[config.mk]
export PLATFORM = sky130hd
export DESIGN_NAME = pdfpc_top
export DESIGN_NICKNAME = d
export VERILOG_FILES = /design/src/logic/pdfpc_pkg.sv /design/src/logic/pdfpc_pad_drive.sv /design/src/logic/pdfpc_top.sv
export VERILOG_INCLUDE_DIRS = /design/src /design/src/logic
export SDC_FILE = /design/constraint.sdc
export NUM_CORES = 1
export LEC_CHECK = 0
export ABC_AREA = 0
export BUFFER_PORTS_ARGS = -buffer_cell sky130_fd_sc_hd__buf_2
export CAP_MARGIN = 20
export CORE_MARGIN = 8
export CORE_UTILIZATION = 40
export DETAILED_ROUTE_END_ITERATION = 8
export PLACE_DENSITY_LB_ADDON = 0.08
export SYNTH_ARGS = -nofsm -noshare
export SYNTH_HDL_FRONTEND = slang
export SYNTH_HIERARCHICAL = 1
export SYNTH_SLANG_ARGS = --single-unit
[constraint.sdc]
create_clock -name core_clk_i -period 1.9 [get_ports core_clk_i]
set_clock_uncertainty 0.05 [all_clocks]
set_input_delay 0 -clock core_clk_i [delete_from_list [all_inputs] [get_ports core_clk_i]]
set_output_delay 0 -clock core_clk_i [all_outputs]
set_load 0.02 [all_outputs]
[src/logic/pdfpc_defs.svh]
// register offsets, field masks, reset values and pin positions of the port d function block
`ifndef PDFPC_DEFS_SVH
`define PDFPC_DEFS_SVH

// byte offsets of the registers inside the port window
`define PDFPC_OFS_ALT_A      8'h08
`define PDFPC_OFS_ALT_B      8'h0c
`define PDFPC_OFS_OPEN_DRAIN 8'h28
`define PDFPC_OFS_PULLUP     8'h2c
`define PDFPC_OFS_PULLDOWN   8'h30

// implemented bits of each register; everything else reads zero
`define PDFPC_MASK_ALT_A     32'h0000007f
`define PDFPC_MASK_ALT_B     32'h00000013
`define PDFPC_MASK_PIN       32'h0000007f

// reset value shared by all registers
`define PDFPC_RESET_VALUE    32'h00000000
`define PDFPC_PIN_COUNT      7

// pin positions of the alternate functions
`define PDFPC_PIN_RX         6
`define PDFPC_PIN_TX         5
`define PDFPC_PIN_SCLK       4
`define PDFPC_PIN_INT        3
`define PDFPC_PIN_ENC_Z      2
`define PDFPC_PIN_ENC_B      1
`define PDFPC_PIN_ENC_A      0

`endif

[src/logic/pdfpc_pkg.sv]
// types shared by the port d function and pad control block
`default_nettype none

package pdfpc_pkg;

	// one bit per port pin
	typedef logic [6:0] pdfpc_pins_type;

	// what a pin is currently used for
	typedef enum logic [1:0] {
		PDFPC_MODE_PORT,
		PDFPC_MODE_ALT_A,
		PDFPC_MODE_ALT_B
	} pdfpc_pin_mode_type;

	// select a wins if software sets both bits, which it must not do
	function automatic pdfpc_pin_mode_type pdfpc_pin_mode(input logic sel_a, input logic sel_b);
		pdfpc_pin_mode_type mode;
		mode = PDFPC_MODE_PORT;
		if (sel_a)
			mode = PDFPC_MODE_ALT_A;
		else if (sel_b)
			mode = PDFPC_MODE_ALT_B;
		return mode;
	endfunction

endpackage

`default_nettype wire

[src/logic/pdfpc_pad_drive.sv]
// output driver of one pad: push-pull or open-drain, with standby blocking
`timescale 1ns/10ps
`default_nettype none

module pdfpc_pad_drive (
	input  wire logic out_val_i,
	input  wire logic drive_en_i,
	input  wire logic open_drain_i,
	input  wire logic block_drive_i,
	output logic      pad_out_o,
	output logic      pad_oe_o
);

	// open-drain pulls low only; a high value releases the pad to the pull-up
	always_comb
	begin
		pad_out_o = open_drain_i ? 1'b0 : out_val_i;
		pad_oe_o  = drive_en_i & ~block_drive_i & (~open_drain_i | ~out_val_i);
	end

endmodule

`default_nettype wire

[src/logic/pdfpc_top.sv]
// port d pin function selection and pad configuration registers with pad routing
//
// Functional notes
// - select a bits route pins to first functions
// - select b implements bits four, one, zero
// - open-drain bit chooses cmos or open-drain
// - pull-up bit enables pin pull-up
// - pull-down bit enables pin pull-down
// - reset leaves every pin plain, disabled
// - selected interrupt input survives stop mode
//
// The placing of the registers and the plain strobed port were chosen for this implementation.
`timescale 1ns/10ps
`default_nettype none
`include "pdfpc_defs.svh"

module pdfpc_top (
	input  wire logic        core_clk_i,
	input  wire logic        srst_i,
	input  wire logic [7:0]  reg_addr_i,
	input  wire logic [31:0] reg_wdata_i,
	input  wire logic        reg_wr_i,
	input  wire logic        reg_rd_i,
	output logic      [31:0] reg_rdata_o,
	input  wire logic [6:0]  port_data_i,
	input  wire logic [6:0]  port_out_en_i,
	input  wire logic [6:0]  pin_input_enable_i,
	input  wire logic        stop_mode_i,
	input  wire logic        standby_pin_drive_i,
	input  wire logic [6:0]  pad_in_i,
	output logic      [6:0]  pad_out_o,
	output logic      [6:0]  pad_oe_o,
	output logic      [6:0]  pullup_o,
	output logic      [6:0]  pulldown_o,
	input  wire logic        serial2_transmit_i,
	input  wire logic        serial2_clock_i,
	input  wire logic        serial2_clock_oe_i,
	input  wire logic        timer5_output_i,
	output logic             serial2_receive_o,
	output logic             serial2_clock_in_o,
	output logic             serial2_clear_to_send_o,
	output logic             external_interrupt_nine_o,
	output logic             encoder0_index_o,
	output logic             encoder0_phase_b_o,
	output logic             encoder0_phase_a_o,
	output logic             timer5_input_o,
	output logic      [6:0]  port_pin_value_o
);

	pdfpc_pkg::pdfpc_pins_type alt_select_a;      // first function selects
	pdfpc_pkg::pdfpc_pins_type alt_select_b;      // second function selects
	pdfpc_pkg::pdfpc_pins_type open_drain_select; // driver type per pin
	pdfpc_pkg::pdfpc_pins_type pullup_select;     // pull-up enables
	pdfpc_pkg::pdfpc_pins_type pulldown_select;   // pull-down enables
	logic [6:0]                next_out_val;      // value offered to each driver
	logic [6:0]                next_drive_en;     // enable offered to each driver
	wire logic [6:0]           next_pad_out;      // driver cell outputs, one cell per bit
	wire logic [6:0]           next_pad_oe;       // driver cell enables, one cell per bit
	logic [6:0]                pad_seen;          // pad levels past the input gates
	logic                      block_drive;       // stop mode with pin drive off

	// write decode, shared by every register
	function automatic logic wr_hit(input logic [7:0] ofs);
		return reg_wr_i && (reg_addr_i == ofs);
	endfunction

	// implemented bits of a write, cut to the pin width
	function automatic logic [6:0] wr_bits(input logic [31:0] mask);
		logic [31:0] v;
		v = reg_wdata_i & mask;
		return v[6:0];
	endfunction

	// function selects; both come up cleared so every pin starts as port
	always_ff @(posedge core_clk_i)
	begin
		if (srst_i)
		begin
			alt_select_a <= 7'(`PDFPC_RESET_VALUE);
			alt_select_b <= 7'(`PDFPC_RESET_VALUE);
		end
		else
		begin
			if (wr_hit(`PDFPC_OFS_ALT_A))
				alt_select_a <= wr_bits(`PDFPC_MASK_ALT_A);
			if (wr_hit(`PDFPC_OFS_ALT_B))
				alt_select_b <= wr_bits(`PDFPC_MASK_ALT_B);
		end
	end

	// pad configuration: driver type and pull resistors
	always_ff @(posedge core_clk_i)
	begin
		if (srst_i)
		begin
			open_drain_select <= 7'(`PDFPC_RESET_VALUE);
			pullup_select     <= 7'(`PDFPC_RESET_VALUE);
			pulldown_select   <= 7'(`PDFPC_RESET_VALUE);
		end
		else
		begin
			if (wr_hit(`PDFPC_OFS_OPEN_DRAIN))
				open_drain_select <= wr_bits(`PDFPC_MASK_PIN);
			if (wr_hit(`PDFPC_OFS_PULLUP))
				pullup_select <= wr_bits(`PDFPC_MASK_PIN);
			if (wr_hit(`PDFPC_OFS_PULLDOWN))
				pulldown_select <= wr_bits(`PDFPC_MASK_PIN);
		end
	end

	// read data stand for one cycle only; unmapped offsets read zero
	always_ff @(posedge core_clk_i)
	begin
		if (srst_i)
			reg_rdata_o <= 32'h00000000;
		else if (reg_rd_i)
		begin
			case (reg_addr_i)
				`PDFPC_OFS_ALT_A:      reg_rdata_o <= {25'h0, alt_select_a};
				`PDFPC_OFS_ALT_B:      reg_rdata_o <= {25'h0, alt_select_b};
				`PDFPC_OFS_OPEN_DRAIN: reg_rdata_o <= {25'h0, open_drain_select};
				`PDFPC_OFS_PULLUP:     reg_rdata_o <= {25'h0, pullup_select};
				`PDFPC_OFS_PULLDOWN:   reg_rdata_o <= {25'h0, pulldown_select};
				default:               reg_rdata_o <= 32'h00000000;
			endcase
		end
		else
			reg_rdata_o <= 32'h00000000;
	end

	// source of each pad driver; input-only functions switch the driver off
	always_comb
	begin
		next_out_val  = port_data_i;
		next_drive_en = port_out_en_i;
		for (int i = 0; i < `PDFPC_PIN_COUNT; i++)
		begin
			// a wins over b should software break the single-select promise
			if (pdfpc_pkg::pdfpc_pin_mode(alt_select_a[i], alt_select_b[i]) != pdfpc_pkg::PDFPC_MODE_PORT)
				next_drive_en[i] = 1'b0;
		end
		if (alt_select_a[`PDFPC_PIN_TX])
		begin
			next_out_val[`PDFPC_PIN_TX]  = serial2_transmit_i;
			next_drive_en[`PDFPC_PIN_TX] = 1'b1;
		end
		if (alt_select_a[`PDFPC_PIN_SCLK])
		begin
			next_out_val[`PDFPC_PIN_SCLK]  = serial2_clock_i;
			next_drive_en[`PDFPC_PIN_SCLK] = serial2_clock_oe_i;
		end
		if (pdfpc_pkg::pdfpc_pin_mode(alt_select_a[1], alt_select_b[1]) == pdfpc_pkg::PDFPC_MODE_ALT_B)
		begin
			next_out_val[1]  = timer5_output_i;
			next_drive_en[1] = 1'b1;
		end
	end

	// pins stop driving in stop mode unless standby drive is kept on
	assign block_drive = stop_mode_i & ~standby_pin_drive_i;
	assign pad_seen    = pad_in_i & pin_input_enable_i;

	// one driver cell per pin
	for (genvar g = 0; g < `PDFPC_PIN_COUNT; g++)
	begin : drv
		pdfpc_pad_drive u_drive (
			.out_val_i     (next_out_val[g]),
			.drive_en_i    (next_drive_en[g]),
			.open_drain_i  (open_drain_select[g]),
			.block_drive_i (block_drive),
			.pad_out_o     (next_pad_out[g]),
			.pad_oe_o      (next_pad_oe[g])
		);
	end

	// pad side outputs, registered so the pads see clean levels
	always_ff @(posedge core_clk_i)
	begin
		if (srst_i)
		begin
			pad_out_o  <= 7'h00;
			pad_oe_o   <= 7'h00;
			pullup_o   <= 7'h00;
			pulldown_o <= 7'h00;
		end
		else
		begin
			pad_out_o  <= next_pad_out;
			pad_oe_o   <= next_pad_oe;
			pullup_o   <= pullup_select;
			pulldown_o <= pulldown_select;
		end
	end

	// peripheral inputs: each sees its pad only when selected and input enabled; the port pin values need the input enable only
	always_ff @(posedge core_clk_i)
	begin
		if (srst_i)
		begin
			serial2_receive_o       <= 1'b0;
			serial2_clock_in_o      <= 1'b0;
			serial2_clear_to_send_o <= 1'b0;
			encoder0_index_o        <= 1'b0;
			encoder0_phase_b_o      <= 1'b0;
			encoder0_phase_a_o      <= 1'b0;
			timer5_input_o          <= 1'b0;
			port_pin_value_o        <= 7'h00;
		end
		else
		begin
			serial2_receive_o       <= alt_select_a[`PDFPC_PIN_RX] & pad_seen[`PDFPC_PIN_RX];
			serial2_clock_in_o      <= alt_select_a[`PDFPC_PIN_SCLK] & pad_seen[`PDFPC_PIN_SCLK];
			serial2_clear_to_send_o <= pdfpc_pkg::pdfpc_pin_mode(alt_select_a[4], alt_select_b[4])
				== pdfpc_pkg::PDFPC_MODE_ALT_B && pad_seen[4];
			encoder0_index_o        <= alt_select_a[`PDFPC_PIN_ENC_Z] & pad_seen[`PDFPC_PIN_ENC_Z];
			encoder0_phase_b_o      <= alt_select_a[`PDFPC_PIN_ENC_B] & pad_seen[`PDFPC_PIN_ENC_B];
			encoder0_phase_a_o      <= alt_select_a[`PDFPC_PIN_ENC_A] & pad_seen[`PDFPC_PIN_ENC_A];
			timer5_input_o          <= pdfpc_pkg::pdfpc_pin_mode(alt_select_a[0], alt_select_b[0])
				== pdfpc_pkg::PDFPC_MODE_ALT_B && pad_seen[0];
			port_pin_value_o        <= pad_seen;
		end
	end

	// interrupt input: outside stop mode the input enable alone passes it,
	// in stop mode the function select is needed too; pin drive does not matter
	always_ff @(posedge core_clk_i)
	begin
		if (srst_i)
			external_interrupt_nine_o <= 1'b0;
		else
			external_interrupt_nine_o <= pad_seen[`PDFPC_PIN_INT]
				& (~stop_mode_i | alt_select_a[`PDFPC_PIN_INT]);
	end
endmodule

`default_nettype wire

[Word level (Yosys, flattened, before mapping)]
Cells that the tools add are included.
Word-level totals
  flip-flop bits (word level): 106
  word-level logic and storage cells: 129
  output and inout bits: 75
  input port bits: 78
Cells by class
  reduce and logical (&&, ||, !) cells: 22
  equal/unequal tests: 8
  muxes and demuxes: 26
  bitwise operators: 48
Operator list (count)
  $pmux W7 S5: 1
  $eq A8 B6 Y1 const B: 3
  $and A1 B1 Y1: 21
  $not A1 Y1: 18
  $mux W1: 17
  $eq A8 B4 Y1 const B: 2
  $mux W2: 8
  $reduce_or A2 Y1: 8
  $reduce_bool A2 Y1: 7
  $or A1 B1 Y1: 8
  $and A7 B7 Y7: 1
  $logic_and A1 B1 Y1: 7
  $eq A2 B2 Y1 const B: 3

[Logic depth before layout (Yosys ltp)]
Gate-level depths: netlist of the first run.
  word-level depth: 7
  gate-level depth with buffers: 6
  depth with buffers taken out: 5

[By module]
The synthesis of the first run kept the hierarchy.
Modules (own cells, without submodules)
  pdfpc_top: sequential area each 1621.6 um2, cells an instance 302, area each 3083.0 um2, instances 1
  pdfpc_pad_drive: sequential area each 0.0 um2, cells an instance 3, area each 25.0 um2, instances 7

[Least setup slack after synthesis of the first run]
No wires, ideal clock.
  path kind: input-to-reg
  start point: input reg_addr_i[1]
  end point: register alt_select_a[0]
  buffers on the path: 1
  arrival time: 1.393 ns
  required time: 1.722 ns
  stages: 5
  setup slack: 0.330 ns
  library setup time: 0.128 ns
  cell sequence: or4_4 or4_1 buf_4 mux2i_1 nor2_1
On the way
  cells in the longest elaborated chain, start to end: 2
RTL lines
  from (decl): RTL line pdfpc_top.sv:20  | input wire logic [7:0] reg_addr_i,
  $eq A8 B4 Y1: RTL line pdfpc_top.sv:64  | return reg_wr_i && (reg_addr_i == ofs);
  $logic_and A1 B1 Y1: RTL line pdfpc_top.sv:64
  to (signal assigned): RTL line pdfpc_top.sv:79  | alt_select_a <= 7'(`PDFPC_RESET_VALUE);
  to (signal assigned): RTL line pdfpc_top.sv:85  | alt_select_a <= wr_bits(`PDFPC_MASK_ALT_A);
  to (decl): RTL line pdfpc_top.sv:50  | pdfpc_pkg::pdfpc_pins_type alt_select_a;
Every way passes these cells.
A chain may end at the register's enable or synchronous reset.

[Worst setup path after layout of the first run]
  start point: input stop_mode_i
  end point: register pad_oe_o[4]
On the way
  cells in the longest elaborated chain, start to end: 4
RTL lines
  from (decl): RTL line pdfpc_top.sv:28  | input wire logic stop_mode_i,
  $and A1 B1 Y1: RTL line pdfpc_top.sv:160  | assign block_drive = stop_mode_i & ~standby_pin_drive_i;
  named net block_drive: RTL line pdfpc_top.sv:60  | logic block_drive;
  $not A1 Y1: RTL line pdfpc_pad_drive.sv:18  | pad_oe_o = drive_en_i & ~block_drive_i & (~open_drain_i | ~out_val_i);
  $and A1 B1 Y1 (2 in a row): RTL line pdfpc_pad_drive.sv:18
  named net next_pad_oe[4]: RTL line pdfpc_top.sv:58  | wire logic [6:0] next_pad_oe;
  to (signal assigned): RTL line pdfpc_top.sv:189  | pad_oe_o <= next_pad_oe;
  to (decl): RTL line pdfpc_top.sv:32  | output logic [6:0] pad_oe_o,
The timed path passes the listed nets, and every way through them passes these cells.

==> results.md, run 1 <==
- Run status: complete, no violations
- Area share of the largest cell type after synthesis: around half
- Die area: between 10000 and 15000 um2
- 1st-iter DRT viols: 50
- Critical Path RT: approximately 2.1 ns
- WL/cell: about 14 um
- Worst path cell trace: dlygate4sd3_1 > buf_2 > nor2b_1 > a211oi_2 > nor2b_1
- Num CTS Buffers: 9
- Xor/xnor cell area share of the yosys netlist: 0%
- Final Hold Vio Count: 0
- Psw: 778 uW
- Clk root buf: clkbuf_8
- Switching share of total power: 22.9%
- Vias per cell: around 4.5
- Crit Path Category: in2reg
- Pwr Total: 3400 uW
- Met3 GRT Util: approximately 5.7%
- Routed Wire Length: about 8100 um
- EDFF count, synth: 0
- GRT met2 Usage: roughly a quarter
- Worst Hold Class: in2reg
- Die height: about 110 um
- ANT cells: 0
- Crit path buffers/inverters: 2
- CP Launch Type: input pin
- Flop pwr share: a little over 50%
- Worst Setup End Kind: flop
- Mean Syn Cell Area: 10.1 um2
- CORE AREA: approximately 8000 um2
- Nets: between 500 and 600
- Comb pwr share: 9.5%
- CTS tree: yes
- Clock Sinks: between 80 and 90
- #FFs+latches synth: 81
- LEAKAGE: 0.00202 uW
- CP max FO: 7
- Gr busiest metal: met2
- Tot GR Track Use: about 15%
- Post-synthesis adder-cell area fraction: 0%
- DP Wirelength: approximately 6000 um
- Setup TNS: 0 ns
- Critical Path AT: about 1.7 ns
- Area delta synth->final: 32.8%
- Clock slew at reported path FFs: 0.08 ns
- # Post-CTS Setup Buffers: 0
- Starting Density: 40.5%
- Final min period: between 1.5 and 2 ns
- Vias: around 2600
- Initial antenna violation count: 0
- Count leader, synth: dfxtp_1
- Pwr Density: roughly 800 nW/um2
- Crit path top cell by count: nor2b_1
- Commonest cells post-synth: dfxtp_1 (81), nor2_1 (48), mux2i_1 (37)
- Max incr delay on CP: between 0.8 and 0.9 ns
- CP top delay family: simple AND/OR/NAND/NOR gates
- Synth Flop Type: dfxtp_1
- Slew margin rel.: approximately a quarter
- Largest net degree at the start of global routing: 32
- Synth warn: 6
- Drt first pass iters: 4
- Final RePlAce weighted congestion: between 0.7 and 0.8
- Area leader, netlist: dfxtp_1
- Cell area after layout: about 4300 um2
- Mux share of post-synthesis cell area: between 10% and 20%
- Pint: roughly 2600 uW
- Clk_lat worst skew: between 0.3 and 0.4 ns
- Post-DRT Antenna Nets: 0
- Compound-Gate Fraction of Synth Area: approximately 5.7%
- Vias in the first global route: 2737
- Maxcap violations: 0
- M1 GR Usage: between 15 and 20%
- Final period util: 80.6%
- Buffers on Ports: a little over 100
- Slowest CP cell: nor2b_1
- Simple-gate share of the synthesized area: roughly 22%
- RSZ-0062 raised after global routing: no
- Post-synthesis cell count: roughly 320
- I/O pins: 153
- Placement Cell Area: just under 4000 um2
- Die X: between 100 and 150 um
- Number of fill cells: between 700 and 800
- Post-synth cell types: 36
- # setup viols final: 0
- Bufs on Longest Clock Path: 2
- Floorplan row count: 33
- Least-Margin Pin Slew: 1.11 ns
- Layout cell share with drive strength beyond 1: 33.7%
- GRT overflow: 0
- Sequential fraction of the synthesis area: 49.8%
- Max rail drop VDD: 0.335 mV
- Synthesized area: about 3300 um2
- Max Freq: between 600 and 700 MHz
- Drt drc: 0
- Largest family of logic cells by synthesized area: simple AND/OR/NAND/NOR gates
- First-pass GRT wire length: between 10000 and 15000 um
- CTS H-tree depth: 3
- Top post-synthesis cells by area: dfxtp_1 (50%), mux2i_1 (11%), nor2b_1 (6.5%)
- Final Max Tran Viols: 0
- Clock share of power: 39.8%
- Asr flop ratio synth: 0%
[logic make-up after synthesis]
| group | after synthesis |
|---|---|
| flip-flops | 81 |
| buffers and inverters | 47 |
| AND/OR/NAND/NOR | 130 |
| multiplexers | 44 |
| other | 1 |
| AO/OA/AOI/OAI | 20 |
[stage by stage]
stage / worst slack [ns] / hold slack (ns) / util, % / cells
after global routing: 0.287 / 0.0373 / 53.8 / 571
final: 0.369 / 0.0217 / 53.8 / 571
after floorplan: 0.330 / 0.0638 / - / 347
after global placement: 0.147 / 0.165 / 47.9 / 530
after detailed placement: 0.111 / 0.175 / 47.9 / 530
after CTS: 0.338 / 0.0228 / 53.8 / 571
[state kept, by name, summed over array words and instances (netlist names), 3 cells and up]
signal	cells
port_pin_value_o	7
pad_out_o	7
pad_oe_o	7
open_drain_select	7
alt_select_a	7
pullup_o	7
alt_select_b	3
reg_rdata_o	7
pulldown_select	7
pulldown_o	7
pullup_select	7
[power by group through the flow]
| stage | Combinational [uW] | Clock [uW] | Sequential [uW] |
|---|---|---|---|
| 2_1_floorplan | 182 | 0 | 1790 |
| 3_3_place_gp | 280 | 0 | 1760 |
| 3_5_place_dp | 282 | 0 | 1760 |
| 4_1_cts | 324 | 1380 | 1720 |
| 5_1_grt | 354 | 1470 | 1730 |
| 6_report | 323 | 1350 | 1720 |
[area by class of cell]
cell class | count | area (um2) | share of cell area [%]
sequential | 81 | 1620 | 37.5
multi-input combinational | 219 | 1450 | 33.4
timing repair buffer | 144 | 891 | 20.6
clock buffer | 12 | 145 | 3.35
tap | 105 | 131 | 3.04
clock inverter | 3 | 65.1 | 1.50
inverter | 7 | 26.3 | 0.607
[layer usage]
layer  wire (um)  vias up  part of all wire (%)
met5           0        -                     0
met4          74        0                  0.91
met3         540       10                   6.6
met2        3880       73                    48
met1        3650     1168                    45
li1            -     1300                     -
[placed cells by master, fill, tap and decap left out, drive strengths merged, types with 3 or more instances in the layout]
cell,count
a21oi,3
mux2i,37
dlygate4sd3,26
clkbuf,12
nand2,12
mux2,7
o2bb2ai,3
and2b,7
or4,3
a221oi,3
inv,7
nor2,48
conb,25
nor4,3
a211oi,7
and2,5
dfxtp,81
nor2b,34
nor3,5
buf,118
[worst paths after layout]
check,startpoint,endpoint,slack [ns],cells after the start
hold / removal,srst_i,port_pin_value_o[5]$_SDFF_PP0_,0.02,2
hold reg to reg,pullup_select[1]$_SDFFE_PP0P_,pullup_o[1]$_SDFF_PP0_,0.43,1
setup / recovery,stop_mode_i,pad_oe_o[4]$_SDFF_PP0_,0.37,5
setup reg to reg,alt_select_b[1]$_SDFFE_PP0P_,pad_out_o[1]$_SDFF_PP0_,0.52,4
[repair_timing]
action	4_1_cts	5_1_grt
endpoints found under the hold margin	54	0
endpoints found under the setup margin	0	0
hold buffers	26	0
resized for setup	0	0
(Power assumes the default switching activity.)
==> inputs of run 2 (changes only) <==
==> constraint.sdc (replaced) <==
create_clock -name core_clk_i -period 1.6 [get_ports core_clk_i]
set_clock_uncertainty 0.05 [all_clocks]
set_input_delay 0 -clock core_clk_i [delete_from_list [all_inputs] [get_ports core_clk_i]]
set_output_delay 0 -clock core_clk_i [all_outputs]
set_load 0.02 [all_outputs]
==> run 2 against run 1 <==
- clock power is 21% higher
- total power is 20% higher
- flip-flop and latch count stayed put
- critical path type unchanged
==> results.md, run 2 (synthesized netlist as in run 1, its figures left out) <==
- First-pass GRT wire length: 13300 um (-0.82%)
- Final Max Tran Viols: 0 (unchanged)
- GRT overflow: 0 (unchanged)
- Largest net degree at the start of global routing: 36 (+13%)
- Die height: 106 um (unchanged)
- I/O pins: 153 (unchanged)
- Seq. cell area: 1620 um2 (unchanged)
- Num CTS Buffers: 9 (unchanged)
- Register-to-Register Path Depth: 4 (unchanged)
- Starting Density: 40.5% (unchanged)
- Worst Hold Class: in2reg
- Most frequent cells in the layout: buf_2 (102), dfxtp_1 (81), nor2_1 (48)
- Clk root buf: clkbuf_8
- Routed Wire Length: 8290 um (+1.9%)
- Worst Setup End Kind: flop
- Maxcap violations: 0 (unchanged)
- Hold buffer count at cts: 28 (+7.7%)
- Bufs on Longest Clock Path: 2 (unchanged)
- Nets: 547 (+1.3%)
- Max incr delay on CP: 0.54 ns (-0.32 ns)
- DP Wirelength: 6200 um (+3.1%)
- Slowest CP cell: or4_4
- Vias: 2626 (+2.9%)
- Worst path cell trace: buf_2 > or4_4 > or4_1 > buf_4 > mux2i_1 > nor2_1
- 1st-iter DRT viols: 78 (+56%)
- WL/cell: 14.3 um (+0.47%)
- Run status: complete, no violations
- Pwr Density: 926 nW/um2 (+18%)
- Initial antenna violation count: 1 (+1)
- Multi-input gate area: 1450 um2 (unchanged)
- # Post-CTS Setup Buffers: 0 (unchanged)
- Critical Path AT: 1.59 ns (-0.11 ns)
- Clock slew at reported path FFs: 0.08 ns (about the same)
- Die area: 11300 um2 (unchanged)
- Post-DRT Antenna Nets: 0 (unchanged)
- Final RePlAce weighted congestion: 0.816 (+3.2%)
- Worst r2r src: alt_select_a[1]$_SDFFE_PP0P_
- Drt drc: 0 (unchanged)
- Critical Path RT: 1.78 ns (-0.29 ns)
- Most common cell after layout, fill and taps aside: buf_2
- Worst reg2reg endpoint: pad_out_o[1]$_SDFF_PP0_
- Number of fill cells: 757 (-1.2%)
- Vias per cell: 4.54 (+1.5%)
- CP Launch Type: input pin
- CTS resizes: 0 (unchanged)
- CORE AREA: 8050 um2 (unchanged)
- Crit path launch: reg_addr_i[1]
- RSZ-0062 raised after global routing: no
- LEAKAGE: 0.00205 uW (+1.8%)
- Clock Sinks: 81 (unchanged)
- CTS tree: yes
- Drt first pass iters: 4 (unchanged)
- Vias in the first global route: 2639 (-3.6%)
- Max rail drop VDD: 0.381 mV (+13%)
- Clk_lat worst skew: 0.35 ns (about the same)
- Placement Cell Area: 3890 um2 (+0.97%)
- CTS H-tree depth: 3 (unchanged)
- Final period util: approximately 88%
- Setup TNS: 0 ns (unchanged)
- Max Freq: a little over 700 MHz
- CP endpoint: alt_select_a[3]$_SDFFE_PP0P_
- Cell area after layout: 4390 um2 (+1.5%)
- Final min period: 1.40 ns
- ANT cells: 0 (unchanged)
- Tot GR Track Use: 14.9% (+0.055 points)
- Crit Path Category: in2reg
- # setup viols final: 0 (unchanged)
- Final Hold Vio Count: 0 (unchanged)
- Area delta synth->final: 34.9%
- CP max FO: 6 (-1)
- Die X: 106 um (unchanged)
- Buffers on Ports: 102 (unchanged)
- Floorplan row count: 33 (unchanged)
- Reg2reg setup slack: 0.29 ns (-0.23 ns)
- Layout cell share with drive strength beyond 1: 34.8% (+1.1 points)
[run 2: area by class of cell]
| class | count | area share [%] |
|---|---|---|
| Timing Repair Buffer | 151 | 21.6 |
| Multi-Input combinational cell | 219 | 32.9 |
| Tap cell | 105 | 2.99 |
| Inverter | 7 | 0.598 |
| Sequential cell | 81 | 36.9 |
| Clock buffer | 9 | 2.82 |
| Clock inverter | 7 | 2.16 |
[run 2: how the worst min path moves through the flow]
stage / slack (ns) / from / end / depth (start not counted)
2_1_floorplan: 0.06 / pin_input_enable_i[5] / port_pin_value_o[5]$_SDFF_PP0_ / 2
3_3_place_gp: 0.17 / pin_input_enable_i[5] / port_pin_value_o[5]$_SDFF_PP0_ / 3
3_5_place_dp: 0.18 / pin_input_enable_i[5] / port_pin_value_o[5]$_SDFF_PP0_ / 3
4_1_cts: 0.02 / timer5_output_i / pad_oe_o[1]$_SDFF_PP0_ / 4
5_1_grt: 0.04 / port_data_i[1] / pad_oe_o[1]$_SDFF_PP0_ / 4
6_report: 0.03 / port_data_i[5] / pad_oe_o[5]$_SDFF_PP0_ / 4
[run 2: critical path: cells and delay by family]
kind	cells	cell delay, ns
muxes	1	0.16
and+or+nand+nor	3	1.13
buffers and inverters	2	0.29
[run 2: power by group]
| group | switching (uW) | leakage (uW) | internal [uW] |
|---|---|---|---|
| Sequential | 6.44 | 0.000657 | 2040 |
| Combinational | 226 | 0.00129 | 169 |
| Clock | 748 | 0.000109 | 878 |
| Total | 980 | 0.00205 | 3090 |
[run 2: metal layers]
| metal | routed length [um] | vias to the layer above | track usage, % |
|---|---|---|---|
| met5 | 13 | - | 0 |
| met4 | 116 | 2 | 5.73 |
| met3 | 575 | 13 | 5.26 |
| met2 | 3970 | 78 | 24.0 |
| met1 | 3620 | 1217 | 17.8 |
| li1 | - | 1316 | - |
[run 2: metrics by stage]
step	setup WS (ns)	instances	power (uW)	utilization, %	hold WS, ns
2_1_floorplan	0.0297	347	2350	-	0.0638
3_3_place_gp	-0.137	535	2430	48.4	0.165
3_5_place_dp	-0.186	535	2440	48.4	0.178
4_1_cts	0.195	579	4120	54.6	0.0199
5_1_grt	0.135	579	4230	54.6	0.0366
6_report	0.199	579	4070	54.6	0.0250
